<file path="src/core/mebc_pkg.sv">
// Purpose: Shared constants and types for the multiplexed external bus controller.
// Assumes: 32-bit APB register access, 100 MHz system clock.
// Notes:   Offsets are byte addresses on the APB register bus.
package mebc_pkg;
    localparam int NUM_WIN = 4;

    localparam logic [11:0] OFS_MODE   = 12'h000;
    localparam logic [11:0] OFS_AREA0  = 12'h010;
    localparam logic [11:0] OFS_CTRL0  = 12'h040;
    localparam logic [11:0] OFS_STATUS = 12'h080;

    localparam logic [31:0] MODE_RST   = 32'h0000_0000;
    localparam logic [31:0] AREA_RST   = 32'h0000_0000;
    localparam logic [31:0] CTRL_RST   = 32'h4915_0202;
    localparam logic [31:0] MODE_WMASK = 32'h0000_0007;
    localparam logic [31:0] AREA_WMASK = 32'hFFFF_00FF;
    localparam logic [31:0] CTRL_WMASK = 32'hFF3F_1F07;

    localparam int MODE_SEL_BIT = 0;
    localparam int STRETCH_LSB  = 1;
    localparam int START_LSB    = 16;
    localparam int SIZE_LSB     = 0;
    localparam int CSR_LSB      = 30;
    localparam int WRR_LSB      = 27;
    localparam int RDR_LSB      = 24;
    localparam int LATCH_PULSE_WIDTH_LSB     = 20;
    localparam int WRS_LSB      = 18;
    localparam int RDS_LSB      = 16;
    localparam int WAIT_LSB     = 8;
    localparam int WIDTH_LSB    = 1;
    localparam int ENABLE_BIT   = 0;

    localparam logic [7:0] SIZE_MAX_CODE  = 8'h08;
    localparam logic [1:0] WIDTH_8BIT     = 2'h0;
    localparam logic [1:0] WIDTH_16BIT    = 2'h1;
    localparam logic [7:0] STROBE_BASE_CYC = 8'h01;
    localparam logic [7:0] HOLD_CYC        = 8'h02;

    typedef enum logic [5:0] {
        ST_IDLE   = 6'h01,
        ST_ADDR   = 6'h02,
        ST_SETUP  = 6'h04,
        ST_STROBE = 6'h08,
        ST_HOLD   = 6'h10,
        ST_RECOV  = 6'h20
    } mebc_state_t;

    typedef struct packed {
        logic        write;
        logic [31:0] addr;
        logic [15:0] wdata;
        logic [1:0]  byteEn;
    } mebc_req_t;

    typedef struct packed {
        logic [15:0] ad;
        logic        adOeN;
        logic [7:0]  addrHi;
        logic        ale;
        logic        rdN;
        logic        wrN;
        logic [3:0]  csN;
        logic        belN;
        logic        behN;
    } mebc_pins_t;

    // Codes 00..11 give 0, 1, 2 and 4 cycles.
    function automatic logic [7:0] mebc_quad(input logic [1:0] code);
        return (code == 2'h3) ? 8'h04 : {6'h00, code};
    endfunction

    // Codes 000..110 give 0..6 cycles, 111 gives 8.
    function automatic logic [7:0] mebc_recov(input logic [2:0] code);
        return (code == 3'h7) ? 8'h08 : {5'h00, code};
    endfunction

    // Stretch code 11 is prohibited and is treated as no stretch.
    function automatic logic [7:0] mebc_stretch(input logic [7:0] n, input logic [1:0] code);
        return (code == 2'h3) ? n : 8'(n << code);
    endfunction
endpackage

</file>
<file path="src/core/mebc_controller.sv">
// Purpose: Multiplexed address/data external bus controller with four windows.
// Assumes: One 16-bit access per request; APB register slave with no wait states.
// Notes:   Read data passes a three-stage synchroniser before capture.
// Summary of operation
// - Window start comes from area bits 31-16, compared with access address 31-16.
// - Size code 0..8 halves from 16 Mbyte to 64 Kbyte; others prohibited.
// - Only start bits above the selected size are compared.
// - Overlapping enabled windows assert only the lowest-numbered select.
// - Select recovery field inserts none, 1, 2 or 4 dummy cycles.
// - Write and read recovery fields insert 0 to 6 or 8 dummy cycles.
// - Latch pulse width field gives 1, 2, 3 or 5 clocks.
// - At reset latch setting the strobe asserts two clocks after the address.
// - Read and write setup fields insert none, 1, 2 or 4 clocks.
// - Wait field inserts 0 to 31 internal wait clocks per access.
// - Width field: 00 selects 8-bit, 01 selects 16-bit data.
// - Control bit 0 enables a window; disabled windows never select.
// - A cycle with no setup, wait or recovery takes four clocks; this design takes the latch pulse width plus three.
// - Idle bus keeps upper address, no latch pulse, floats data, strobes off.
// - One bus cycle unit equals one system clock period.
// - Global stretch doubles or quadruples setup, wait and recovery cycles.
//
// The implementer's own choices: the APB interface to the registers and the register offsets.
`timescale 1ns/100ps
module mebc_controller (
    input  wire logic                 clk_sys,
    input  wire logic                 nrst,
    input  wire logic                 psel,
    input  wire logic                 penable,
    input  wire logic                 pwrite,
    input  wire logic [11:0]          paddr,
    input  wire logic [31:0]          pwdata,
    output logic [31:0]               prdata,
    output logic                      pready,
    output logic                      pslverr,
    input  wire logic                 reqValid,
    output logic                      reqReady,
    input  wire mebc_pkg::mebc_req_t  req,
    output logic                      rspValid,
    output logic                      rspMiss,
    output logic [15:0]               rspRdata,
    input  wire logic [15:0]          adIn,
    output mebc_pkg::mebc_pins_t      pins
);
    localparam int NW = mebc_pkg::NUM_WIN;

    logic [31:0]           modeReg_ff;
    logic [31:0]           areaReg_ff [NW];
    logic [31:0]           ctrlReg_ff [NW];
    logic [31:0]           prdata_ff;
    mebc_pkg::mebc_state_t state_ff;
    mebc_pkg::mebc_state_t nxt_state;
    logic [7:0]            cnt_ff;
    logic [7:0]            nxt_cnt;
    mebc_pkg::mebc_req_t   cur_ff;
    logic [1:0]            win_ff;
    logic                  holdEnd_ff;
    logic                  rspValid_ff;
    logic                  rspMiss_ff;
    logic [15:0]           rspRdata_ff;
    mebc_pkg::mebc_pins_t  pins_ff;
    mebc_pkg::mebc_pins_t  nxt_pins;
    logic [15:0]           adS1_ff;
    logic [15:0]           adS2_ff;
    logic [15:0]           adS3_ff;
    logic [15:0]           adStable_ff;
    logic                  hit;
    logic [1:0]            hitIdx;
    logic [NW-1:0]         winEn;

    // APB decode.
    wire        apbSetup  = psel && !penable;
    wire        apbWrite  = psel && penable && pwrite;
    wire [11:0] regOfs    = {paddr[11:2], 2'b00};
    wire        isMode    = (regOfs == mebc_pkg::OFS_MODE);
    wire        isStatus  = (regOfs == mebc_pkg::OFS_STATUS);
    wire        isArea    = (regOfs[11:4] == mebc_pkg::OFS_AREA0[11:4]);
    wire        isCtrl    = (regOfs[11:4] == mebc_pkg::OFS_CTRL0[11:4]);
    wire [1:0]  regIdx    = regOfs[3:2];
    wire        mapped    = isMode || isStatus || isArea || isCtrl;
    wire [31:0] statusVal = {29'h0, rspMiss_ff, (state_ff == mebc_pkg::ST_RECOV),
                             (state_ff != mebc_pkg::ST_IDLE)};
    wire [31:0] readVal   = isMode ? (modeReg_ff & mebc_pkg::MODE_WMASK) :
                            isArea ? (areaReg_ff[regIdx] & mebc_pkg::AREA_WMASK) :
                            isCtrl ? (ctrlReg_ff[regIdx] & mebc_pkg::CTRL_WMASK) :
                            isStatus ? statusVal : 32'h0000_0000;

    assign pready  = 1'b1;
    assign pslverr = psel && penable && !mapped;
    assign prdata  = prdata_ff;

    always_ff @(posedge clk_sys) begin
        if (!nrst) begin
            prdata_ff  <= 32'h0000_0000;
            modeReg_ff <= mebc_pkg::MODE_RST;
        end else begin
            if (apbSetup) begin
                prdata_ff <= readVal;
            end
            if (apbWrite && isMode) begin
                modeReg_ff <= pwdata & mebc_pkg::MODE_WMASK;
            end
        end
    end

    for (genvar i = 0; i < NW; i++) begin : g_regs
        always_ff @(posedge clk_sys) begin
            if (!nrst) begin
                areaReg_ff[i] <= mebc_pkg::AREA_RST;
                ctrlReg_ff[i] <= mebc_pkg::CTRL_RST;
            end else if (apbWrite && regIdx == 2'(i)) begin
                if (isArea) begin
                    areaReg_ff[i] <= pwdata & mebc_pkg::AREA_WMASK;
                end
                if (isCtrl) begin
                    ctrlReg_ff[i] <= pwdata & mebc_pkg::CTRL_WMASK;
                end
            end
        end
        assign winEn[i] = ctrlReg_ff[i][mebc_pkg::ENABLE_BIT];
    end

    mebc_window_decode #(
        .NUM_WIN (NW)
    ) u_decode (
        .addr    (req.addr),
        .areaReg (areaReg_ff),
        .winEn   (winEn),
        .hit     (hit),
        .winIdx  (hitIdx)
    );

    // Timing of the active cycle, taken from the selected window's control word.
    wire [31:0] ctl       = ctrlReg_ff[win_ff];
    wire [1:0]  stretch   = modeReg_ff[mebc_pkg::STRETCH_LSB +: 2];
    wire [1:0]  alewCode  = ctl[mebc_pkg::LATCH_PULSE_WIDTH_LSB +: 2];
    wire [7:0]  alewClk   = (alewCode == 2'h3) ? 8'h05 : {6'h00, alewCode} + 8'h01;
    wire [1:0]  setupCode = cur_ff.write ? ctl[mebc_pkg::WRS_LSB +: 2]
                                         : ctl[mebc_pkg::RDS_LSB +: 2];
    wire [7:0]  setupClk  = mebc_pkg::mebc_stretch(mebc_pkg::mebc_quad(setupCode), stretch);
    wire [7:0]  waitClk   = mebc_pkg::mebc_stretch({3'h0, ctl[mebc_pkg::WAIT_LSB +: 5]},
                                                   stretch);
    wire [2:0]  recCode   = cur_ff.write ? ctl[mebc_pkg::WRR_LSB +: 3]
                                         : ctl[mebc_pkg::RDR_LSB +: 3];
    wire [7:0]  recovClk  = mebc_pkg::mebc_stretch(
                                mebc_pkg::mebc_quad(ctl[mebc_pkg::CSR_LSB +: 2])
                                + mebc_pkg::mebc_recov(recCode), stretch);
    wire        wide      = (ctl[mebc_pkg::WIDTH_LSB +: 2] == mebc_pkg::WIDTH_16BIT);
    wire        cntDone   = (cnt_ff == 8'h00);
    wire        accept    = reqValid && reqReady;
    wire        holdEnd   = (state_ff == mebc_pkg::ST_HOLD) && cntDone;

    // Read data needs one more cycle through the synchroniser before the answer.
    assign reqReady = (state_ff == mebc_pkg::ST_IDLE) && !holdEnd_ff;

    // Each count holds its length minus one; one count step is one clk_sys period.
    always_comb begin
        nxt_state = state_ff;
        nxt_cnt   = cnt_ff - 8'h01;
        unique case (state_ff)
            mebc_pkg::ST_IDLE: begin
                nxt_cnt = 8'h00;
                if (accept && hit) begin
                    nxt_state = mebc_pkg::ST_ADDR;
                    nxt_cnt   = 8'h00;
                end
            end
            mebc_pkg::ST_ADDR: begin
                if (cntDone) begin
                    nxt_state = (setupClk != 8'h00) ? mebc_pkg::ST_SETUP : mebc_pkg::ST_STROBE;
                    nxt_cnt   = (setupClk != 8'h00) ? setupClk - 8'h01 : waitClk;
                end
            end
            mebc_pkg::ST_SETUP: begin
                if (cntDone) begin
                    nxt_state = mebc_pkg::ST_STROBE;
                    nxt_cnt   = waitClk + mebc_pkg::STROBE_BASE_CYC - 8'h01;
                end
            end
            mebc_pkg::ST_STROBE: begin
                if (cntDone) begin
                    nxt_state = mebc_pkg::ST_HOLD;
                    nxt_cnt   = mebc_pkg::HOLD_CYC - 8'h01;
                end
            end
            mebc_pkg::ST_HOLD: begin
                if (cntDone) begin
                    nxt_state = (recovClk != 8'h00) ? mebc_pkg::ST_RECOV : mebc_pkg::ST_IDLE;
                    nxt_cnt   = (recovClk != 8'h00) ? recovClk - 8'h01 : 8'h00;
                end
            end
            mebc_pkg::ST_RECOV: begin
                if (cntDone) begin
                    nxt_state = mebc_pkg::ST_IDLE;
                    nxt_cnt   = 8'h00;
                end
            end
            default: begin
                nxt_state = mebc_pkg::ST_IDLE;
                nxt_cnt   = 8'h00;
            end
        endcase
    end

    // The latch length is only known once the window is held, so ADDR loads it late.
    logic addrFirst_ff;
    wire  aleLong = addrFirst_ff && (alewClk != 8'h01);
    wire [7:0] cntLoad = (state_ff == mebc_pkg::ST_ADDR && cnt_ff == 8'h00 && addrFirst_ff)
                         ? alewClk - 8'h02 : nxt_cnt;
    mebc_pkg::mebc_state_t nxt_state_hold;

    // Address-latch length fix-up: hold ADDR for alewClk cycles in total.
    always_comb begin
        if (aleLong) begin
            nxt_state_hold = mebc_pkg::ST_ADDR;
        end else begin
            nxt_state_hold = nxt_state;
        end
    end

    // Pin values follow the next state so that they leave flip-flops.
    wire nxtActive = (nxt_state_hold inside {mebc_pkg::ST_ADDR, mebc_pkg::ST_SETUP,
                                             mebc_pkg::ST_STROBE, mebc_pkg::ST_HOLD});
    wire nxtData   = (nxt_state_hold inside {mebc_pkg::ST_SETUP, mebc_pkg::ST_STROBE,
                                             mebc_pkg::ST_HOLD});
    wire [31:0] nxtAddr  = accept ? req.addr : cur_ff.addr;
    wire        nxtWrite = accept ? req.write : cur_ff.write;
    wire [1:0]  nxtWin   = accept ? hitIdx : win_ff;
    wire [1:0]  nxtBe    = accept ? req.byteEn : cur_ff.byteEn;
    wire [31:0] nxtCtl   = ctrlReg_ff[nxtWin];
    wire        nxtWide  = (nxtCtl[mebc_pkg::WIDTH_LSB +: 2] == mebc_pkg::WIDTH_16BIT);

    always_comb begin
        nxt_pins        = pins_ff;
        nxt_pins.ale    = (nxt_state_hold == mebc_pkg::ST_ADDR);
        nxt_pins.adOeN  = 1'b1;
        nxt_pins.rdN    = !(nxt_state_hold == mebc_pkg::ST_STROBE && !nxtWrite);
        nxt_pins.wrN    = !(nxt_state_hold == mebc_pkg::ST_STROBE && nxtWrite);
        nxt_pins.csN    = 4'hF;
        nxt_pins.belN   = !(nxtActive && nxtBe[0]);
        nxt_pins.behN   = !(nxtActive && nxtBe[1] && nxtWide);
        if (nxtActive) begin
            nxt_pins.csN[nxtWin] = 1'b0;
        end
        if (nxt_state_hold == mebc_pkg::ST_ADDR) begin
            nxt_pins.ad     = nxtAddr[15:0];
            nxt_pins.addrHi = nxtAddr[23:16];
            nxt_pins.adOeN  = 1'b0;
        end else if (nxtData && nxtWrite) begin
            nxt_pins.ad    = cur_ff.wdata;
            nxt_pins.adOeN = 1'b0;
        end
    end

    always_ff @(posedge clk_sys) begin
        if (!nrst) begin
            state_ff     <= mebc_pkg::ST_IDLE;
            cnt_ff       <= 8'h00;
            addrFirst_ff <= 1'b0;
            cur_ff       <= '0;
            win_ff       <= 2'h0;
            pins_ff      <= '{ad: 16'h0000, adOeN: 1'b1, addrHi: 8'h00, ale: 1'b0,
                              rdN: 1'b1, wrN: 1'b1, csN: 4'hF, belN: 1'b1, behN: 1'b1};
        end else begin
            state_ff     <= nxt_state_hold;
            cnt_ff       <= aleLong ? cntLoad : nxt_cnt;
            addrFirst_ff <= accept && hit;
            pins_ff      <= nxt_pins;
            if (accept) begin
                cur_ff <= req;
                win_ff <= hitIdx;
            end
        end
    end

    // Read data synchroniser; a value counts once the second and third stages agree.
    always_ff @(posedge clk_sys) begin
        if (!nrst) begin
            adS1_ff     <= 16'h0000;
            adS2_ff     <= 16'h0000;
            adS3_ff     <= 16'h0000;
            adStable_ff <= 16'h0000;
        end else begin
            adS1_ff <= adIn;
            adS2_ff <= adS1_ff;
            adS3_ff <= adS2_ff;
            if (adS2_ff == adS3_ff) begin
                adStable_ff <= adS3_ff;
            end
        end
    end

    // The strobe data reaches the last two stages one cycle after the hold ends.
    wire [15:0] adNow = (adS2_ff == adS3_ff) ? adS3_ff : adStable_ff;

    always_ff @(posedge clk_sys) begin
        if (!nrst) begin
            holdEnd_ff  <= 1'b0;
            rspValid_ff <= 1'b0;
            rspMiss_ff  <= 1'b0;
            rspRdata_ff <= 16'h0000;
        end else begin
            holdEnd_ff  <= holdEnd;
            rspValid_ff <= holdEnd_ff || (accept && !hit);
            if (accept && !hit) begin
                rspMiss_ff <= 1'b1;
            end else if (holdEnd_ff) begin
                rspMiss_ff  <= 1'b0;
                rspRdata_ff <= cur_ff.write ? rspRdata_ff
                             : (wide ? adNow : {8'h00, adNow[7:0]});
            end
        end
    end

    assign rspValid = rspValid_ff;
    assign rspMiss  = rspMiss_ff;
    assign rspRdata = rspRdata_ff;
    assign pins     = pins_ff;

    // Checks.
    logic [7:0] aleLen_ff;
    logic [7:0] cycLen_ff;
    always_ff @(posedge clk_sys) begin
        if (!nrst) begin
            aleLen_ff <= 8'h00;
            cycLen_ff <= 8'h00;
        end else begin
            aleLen_ff <= pins_ff.ale ? aleLen_ff + 8'h01 : 8'h00;
            cycLen_ff <= (state_ff == mebc_pkg::ST_IDLE || state_ff == mebc_pkg::ST_RECOV)
                         ? 8'h00 : cycLen_ff + 8'h01;
        end
    end
endmodule

</file>
<file path="src/core/mebc_window_decode.sv">
// Purpose: Chip-select window match with fixed priority.
// Assumes: Start fields sit in bits 31..16 and size codes in bits 7..0.
// Notes:   Prohibited size codes never match.
`timescale 1ns/100ps
module mebc_window_decode #(
    parameter int NUM_WIN = mebc_pkg::NUM_WIN
) (
    input  wire logic [31:0]                addr,
    input  wire logic [31:0]                areaReg [NUM_WIN],
    input  wire logic [NUM_WIN-1:0]         winEn,
    output logic                            hit,
    output logic [$clog2(NUM_WIN)-1:0]      winIdx
);
    logic [NUM_WIN-1:0] match;

    for (genvar i = 0; i < NUM_WIN; i++) begin : g_match
        wire [7:0]  sizeCode = areaReg[i][mebc_pkg::SIZE_LSB +: 8];
        wire [15:0] cmpMask  = ~(16'h00FF >> sizeCode[3:0]);
        wire [15:0] diff     = addr[31:16] ^ areaReg[i][mebc_pkg::START_LSB +: 16];
        assign match[i] = winEn[i] && (sizeCode <= mebc_pkg::SIZE_MAX_CODE)
                          && ((diff & cmpMask) == 16'h0000);
    end

    assign hit = |match;

    always_comb begin
        winIdx = '0;
        for (int i = NUM_WIN - 1; i >= 0; i--) begin
            if (match[i]) begin
                winIdx = ($clog2(NUM_WIN))'(i);
            end
        end
    end
endmodule

</file>
<file path="config.mk">
export PLATFORM = sky130hd
export DESIGN_NAME = mebc_controller
export DESIGN_NICKNAME = d
export VERILOG_FILES = /design/src/core/mebc_pkg.sv /design/src/core/mebc_controller.sv /design/src/core/mebc_window_decode.sv
export SDC_FILE = /design/constraint.sdc
export NUM_CORES = 1
export LEC_CHECK = 0
export CAP_MARGIN = 20
export CELL_PAD_IN_SITES_DETAIL_PLACEMENT = 1
export CELL_PAD_IN_SITES_GLOBAL_PLACEMENT = 1
export CORE_MARGIN = 2
export CORE_UTILIZATION = 45
export DETAILED_ROUTE_END_ITERATION = 6
export DONT_BUFFER_PORTS = 1
export GPL_ROUTABILITY_DRIVEN = 0
export GPL_TIMING_DRIVEN = 0
export PLACE_DENSITY_LB_ADDON = 0.1
export SLEW_MARGIN = 10
export SYNTH_ARGS = -nofsm -noshare
export SYNTH_HDL_FRONTEND = slang
export SYNTH_HIERARCHICAL = 1
export SYNTH_SLANG_ARGS = --single-unit
</file>
<file path="constraint.sdc">
create_clock -name clk_sys -period 4.2 [get_ports clk_sys]
set_clock_uncertainty 0.1 [all_clocks]
set_input_delay 0.42 -clock clk_sys [delete_from_list [all_inputs] [get_ports clk_sys]]
set_output_delay 0.42 -clock clk_sys [all_outputs]
set_load 0.05 [all_outputs]
</file>
==> out/qor.yml <==
logic_synthesis:
  avgSynthCellArea_sq_um: 9.94
  ys.warnings.count: 6
  synth_edf_count: 88
  synth_top_area_share: 0.325
  netlist_instances: 1888
  yosysUniqueCellTypes: 83
  synth_largest_area_cell: "dfxtp_1"
  yosysSeqAreaShare: 0.466
  syn_area_sq_um: 18800
  ys_ff_latch: 393
  synth_area_leaders: "dfxtp_1 (33%), edfxtp_1 (14%), nand2_1 (7.0%)"
  async_reset_ff_frac: 0
  synthFlopType: "dfxtp_1"
die:
  fp-row-count: 74
  initial_core_util: 0.458
  die_w_um: 208
  die_area_sq_um: 43400
  core_area_sq_um: 41000
  die-height_um: 208
  ios: 204
place:
  dp_cells: 2427
  dp_hpwl_mm: 48.5
  dp_slack_ns: -0.742
  numPortBuffers: 0
sta:
  setup_ws_ns: 0.117
  tightest_slew_ns: 1.04
  finalHoldViolCount: 0
  min_period_over_period: 0.972
  final.min_clock_period_ns: 4.08
  rsz0062_at_grt: "yes"
  fmax_ghz: 0.245
  relSlewSlack: 0.307
  slew_viol_final: 0
  setup_viol: 0
global_routing:
  grt_max_degree: 19
  antenna_found_initial: 1
  grt_usage: 0.303
  grt_pass1_vias: 15900
  gr-total-overflow: 0
  grt_pass1_wl_mm: 98.9
layout:
  fin_cells: 2605
  final_common_cell: "nand2_1"
  layout.nets: 2165
  nFillCells: 4516
  drive_above_1_share: 0.103
  final_cell_mix: "nand2_1 (348), dfxtp_1 (303), a21boi_0 (135), and2_1 (112), clkbuf_1 (106)"
  area.growth.synth_to_final_pct: 18.2
pwr:
  power_density_nw_per_um2: 395
  irDropWorstVdd_mv: 0.267
  p_total_mw: 8.76
  p_leak_nw: 8.01
cts:
  cts_buffer_depth: 3
  cts_max_level: 2
  cts.clk_slew.worst_paths_ns: 0.07
  clk_latency_ns: 0.58
  clock_sinks: 393
  cts_buffers: 44
  cts_tree: "built"
  root_buffer: "clkbuf_16"
min_path:
  hp-start: "req[50]"
  hold-path-endpoint: "pins[7]"
  hold_path_depth: 2
  min_path_type: "primary input to register"
setup_path:
  r2r-start: "win_ff[0]"
  cp_max_fo: 6
  worstSetupStartpointType: "register"
  arrival_ns: 4.43
  rr_endpoint: "cnt_ff[1]"
  endpoint_kind: "register"
  critPathKind: "register to register"
  r2r_cells: 17
  cp.required_ns: 4.54
  reg2reg_slack_ns: 0.12
run:
  max_cap_viol_count: 0
routing:
  post_drt_wl_per_cell_um: 25.4
  first_pass_iters: 5
  vias_per_cell: 5.86
  ant_nets: 0
  drtIter0Drc: 1134
  drc: 0
  vias: 15300
  wl_mm: 66.1
run_status:
  status: "finished clean"
-- critical path, cell delays in order, from the launching register on --
cell,delay (ns)
dfxtp_2,0.35
buf_12,0.14
buf_12,0.12
mux4_2,0.52
mux2i_4,0.25
nor3_4,0.06
nor2_1,0.12
ha_2,0.21
fa_2,0.47
nor2b_4,0.15
a21oi_2,0.11
nor2_1,0.06
a21oi_2,0.18
ha_2,0.22
and2_4,0.17
a41oi_4,0.15
a222oi_1,0.43
nor3b_1,0.11
-- what timing repair did --
action                     CTS  global route
resized for setup           20            17
hold endpoints to repair   240             0
setup endpoints to repair   10             7
hold buffers                87             0
buffers inserted             2             8
pin swaps                    3             7
-- state kept, by name, indices dropped and copies added (netlist names) --
name          count
areaReg_ff       96
ctrlReg_ff       88
cur_ff           43
pins             34
prdata           29
adS1_ff          16
adS2_ff          16
adS3_ff          16
adStable_ff      16
rspRdata         16
cnt_ff            8
state_ff          6
modeReg_ff        3
win_ff            2
addrFirst_ff      1
holdEnd_ff        1
rspMiss           1
rspValid          1
-- report_power, final --
group	internal (mW)	leakage [nW]	switching (mW)
clock network	2.38	0.739	1.65
registers	3.95	3.33	0.0615
logic	0.311	3.94	0.411
-- layout make-up --
class	count	area, sq um	area share
Antenna cell	1	2.50	0.000113
Timing Repair Buffer	102	1050	0.0475
Tap cell	532	666	0.0300
Clock buffer	60	1270	0.0574
Buffer	132	607	0.0274
Inverter	10	37.5	0.00169
Clock inverter	20	228	0.0103
Multi-Input combinational cell	1355	9570	0.431
Sequential cell	393	8750	0.394
-- synthesized netlist by cell type, drive strengths merged (8+ instances only) --
cell type	count
dfxtp	305
and3	12
inv	10
o22a	8
a31oi	8
nand3	24
or3	29
mux2i	49
mux4	65
edfxtp	88
nand2	348
o21ai	41
xnor2	47
a21boi	144
a22oi	8
ha	9
o211ai	27
nand4	11
xor2	43
nor4	16
o211a	10
nand2b	22
a22o	12
nor2	63
nor3b	8
buf	31
nor3	22
nor2b	77
clkbuf	101
and2	113
a21oi	51
-- how the worst max path moves through the flow --
stage                   start          endpoint  slack, ns  depth (start not counted)
CTS                 win_ff[0]         cnt_ff[1]       0.02                         16
global placement     paddr[2]  ctrlReg_ff[3][9]      -1.95                          6
detailed placement  win_ff[0]         cnt_ff[6]      -0.74                         17
floorplan           win_ff[0]         cnt_ff[1]       0.21                         16
global route        win_ff[0]         cnt_ff[1]      -0.03                         15
finish              win_ff[0]         cnt_ff[1]       0.12                         17
-- cells by family (layout without fill, tap and decap cells) --
kind of cell               count (synthesis)  after routing  synth area share
xor gates and xnor gates                  90             90            0.0424
and+or+nand+nor                          764            764             0.200
buffers and inverters                    142            324            0.0323
AOI/OAI and AO/OA                        371            371             0.143
DFF                                      393            393             0.466
adders and majority gates                 10             10           0.00706
muxes                                    116            116             0.108
other                                      2              5          0.000400
-- metrics by stage --
| stage | util | TNS (ns) | hold slack (ns) | cell area, sq um |
|---|---|---|---|---|
| 2_1_floorplan | - | 0 | 0.312 | 18800 |
| 3_3_place_gp | 0.474 | -121.75 | 0.325 | 19400 |
| 3_5_place_dp | 0.478 | -4.69 | 0.320 | 19600 |
| 4_1_cts | 0.539 | 0 | 0.0179 | 22100 |
| 5_1_grt | 0.541 | -0.0315 | 0.0516 | 22200 |
| 6_report | 0.541 | 0 | 0.0293 | 22200 |
-- metal layers --
metal | global-route usage | share of wire | vias to the layer above
li1 | - | - | 6995
met1 | 0.383 | 0.42 | 7594
met2 | 0.502 | 0.47 | 550
met3 | 0.0685 | 0.075 | 136
met4 | 0.122 | 0.039 | 0
met5 | 0 | 0 | -
Note: power is estimated with default switching activity, not from simulation.
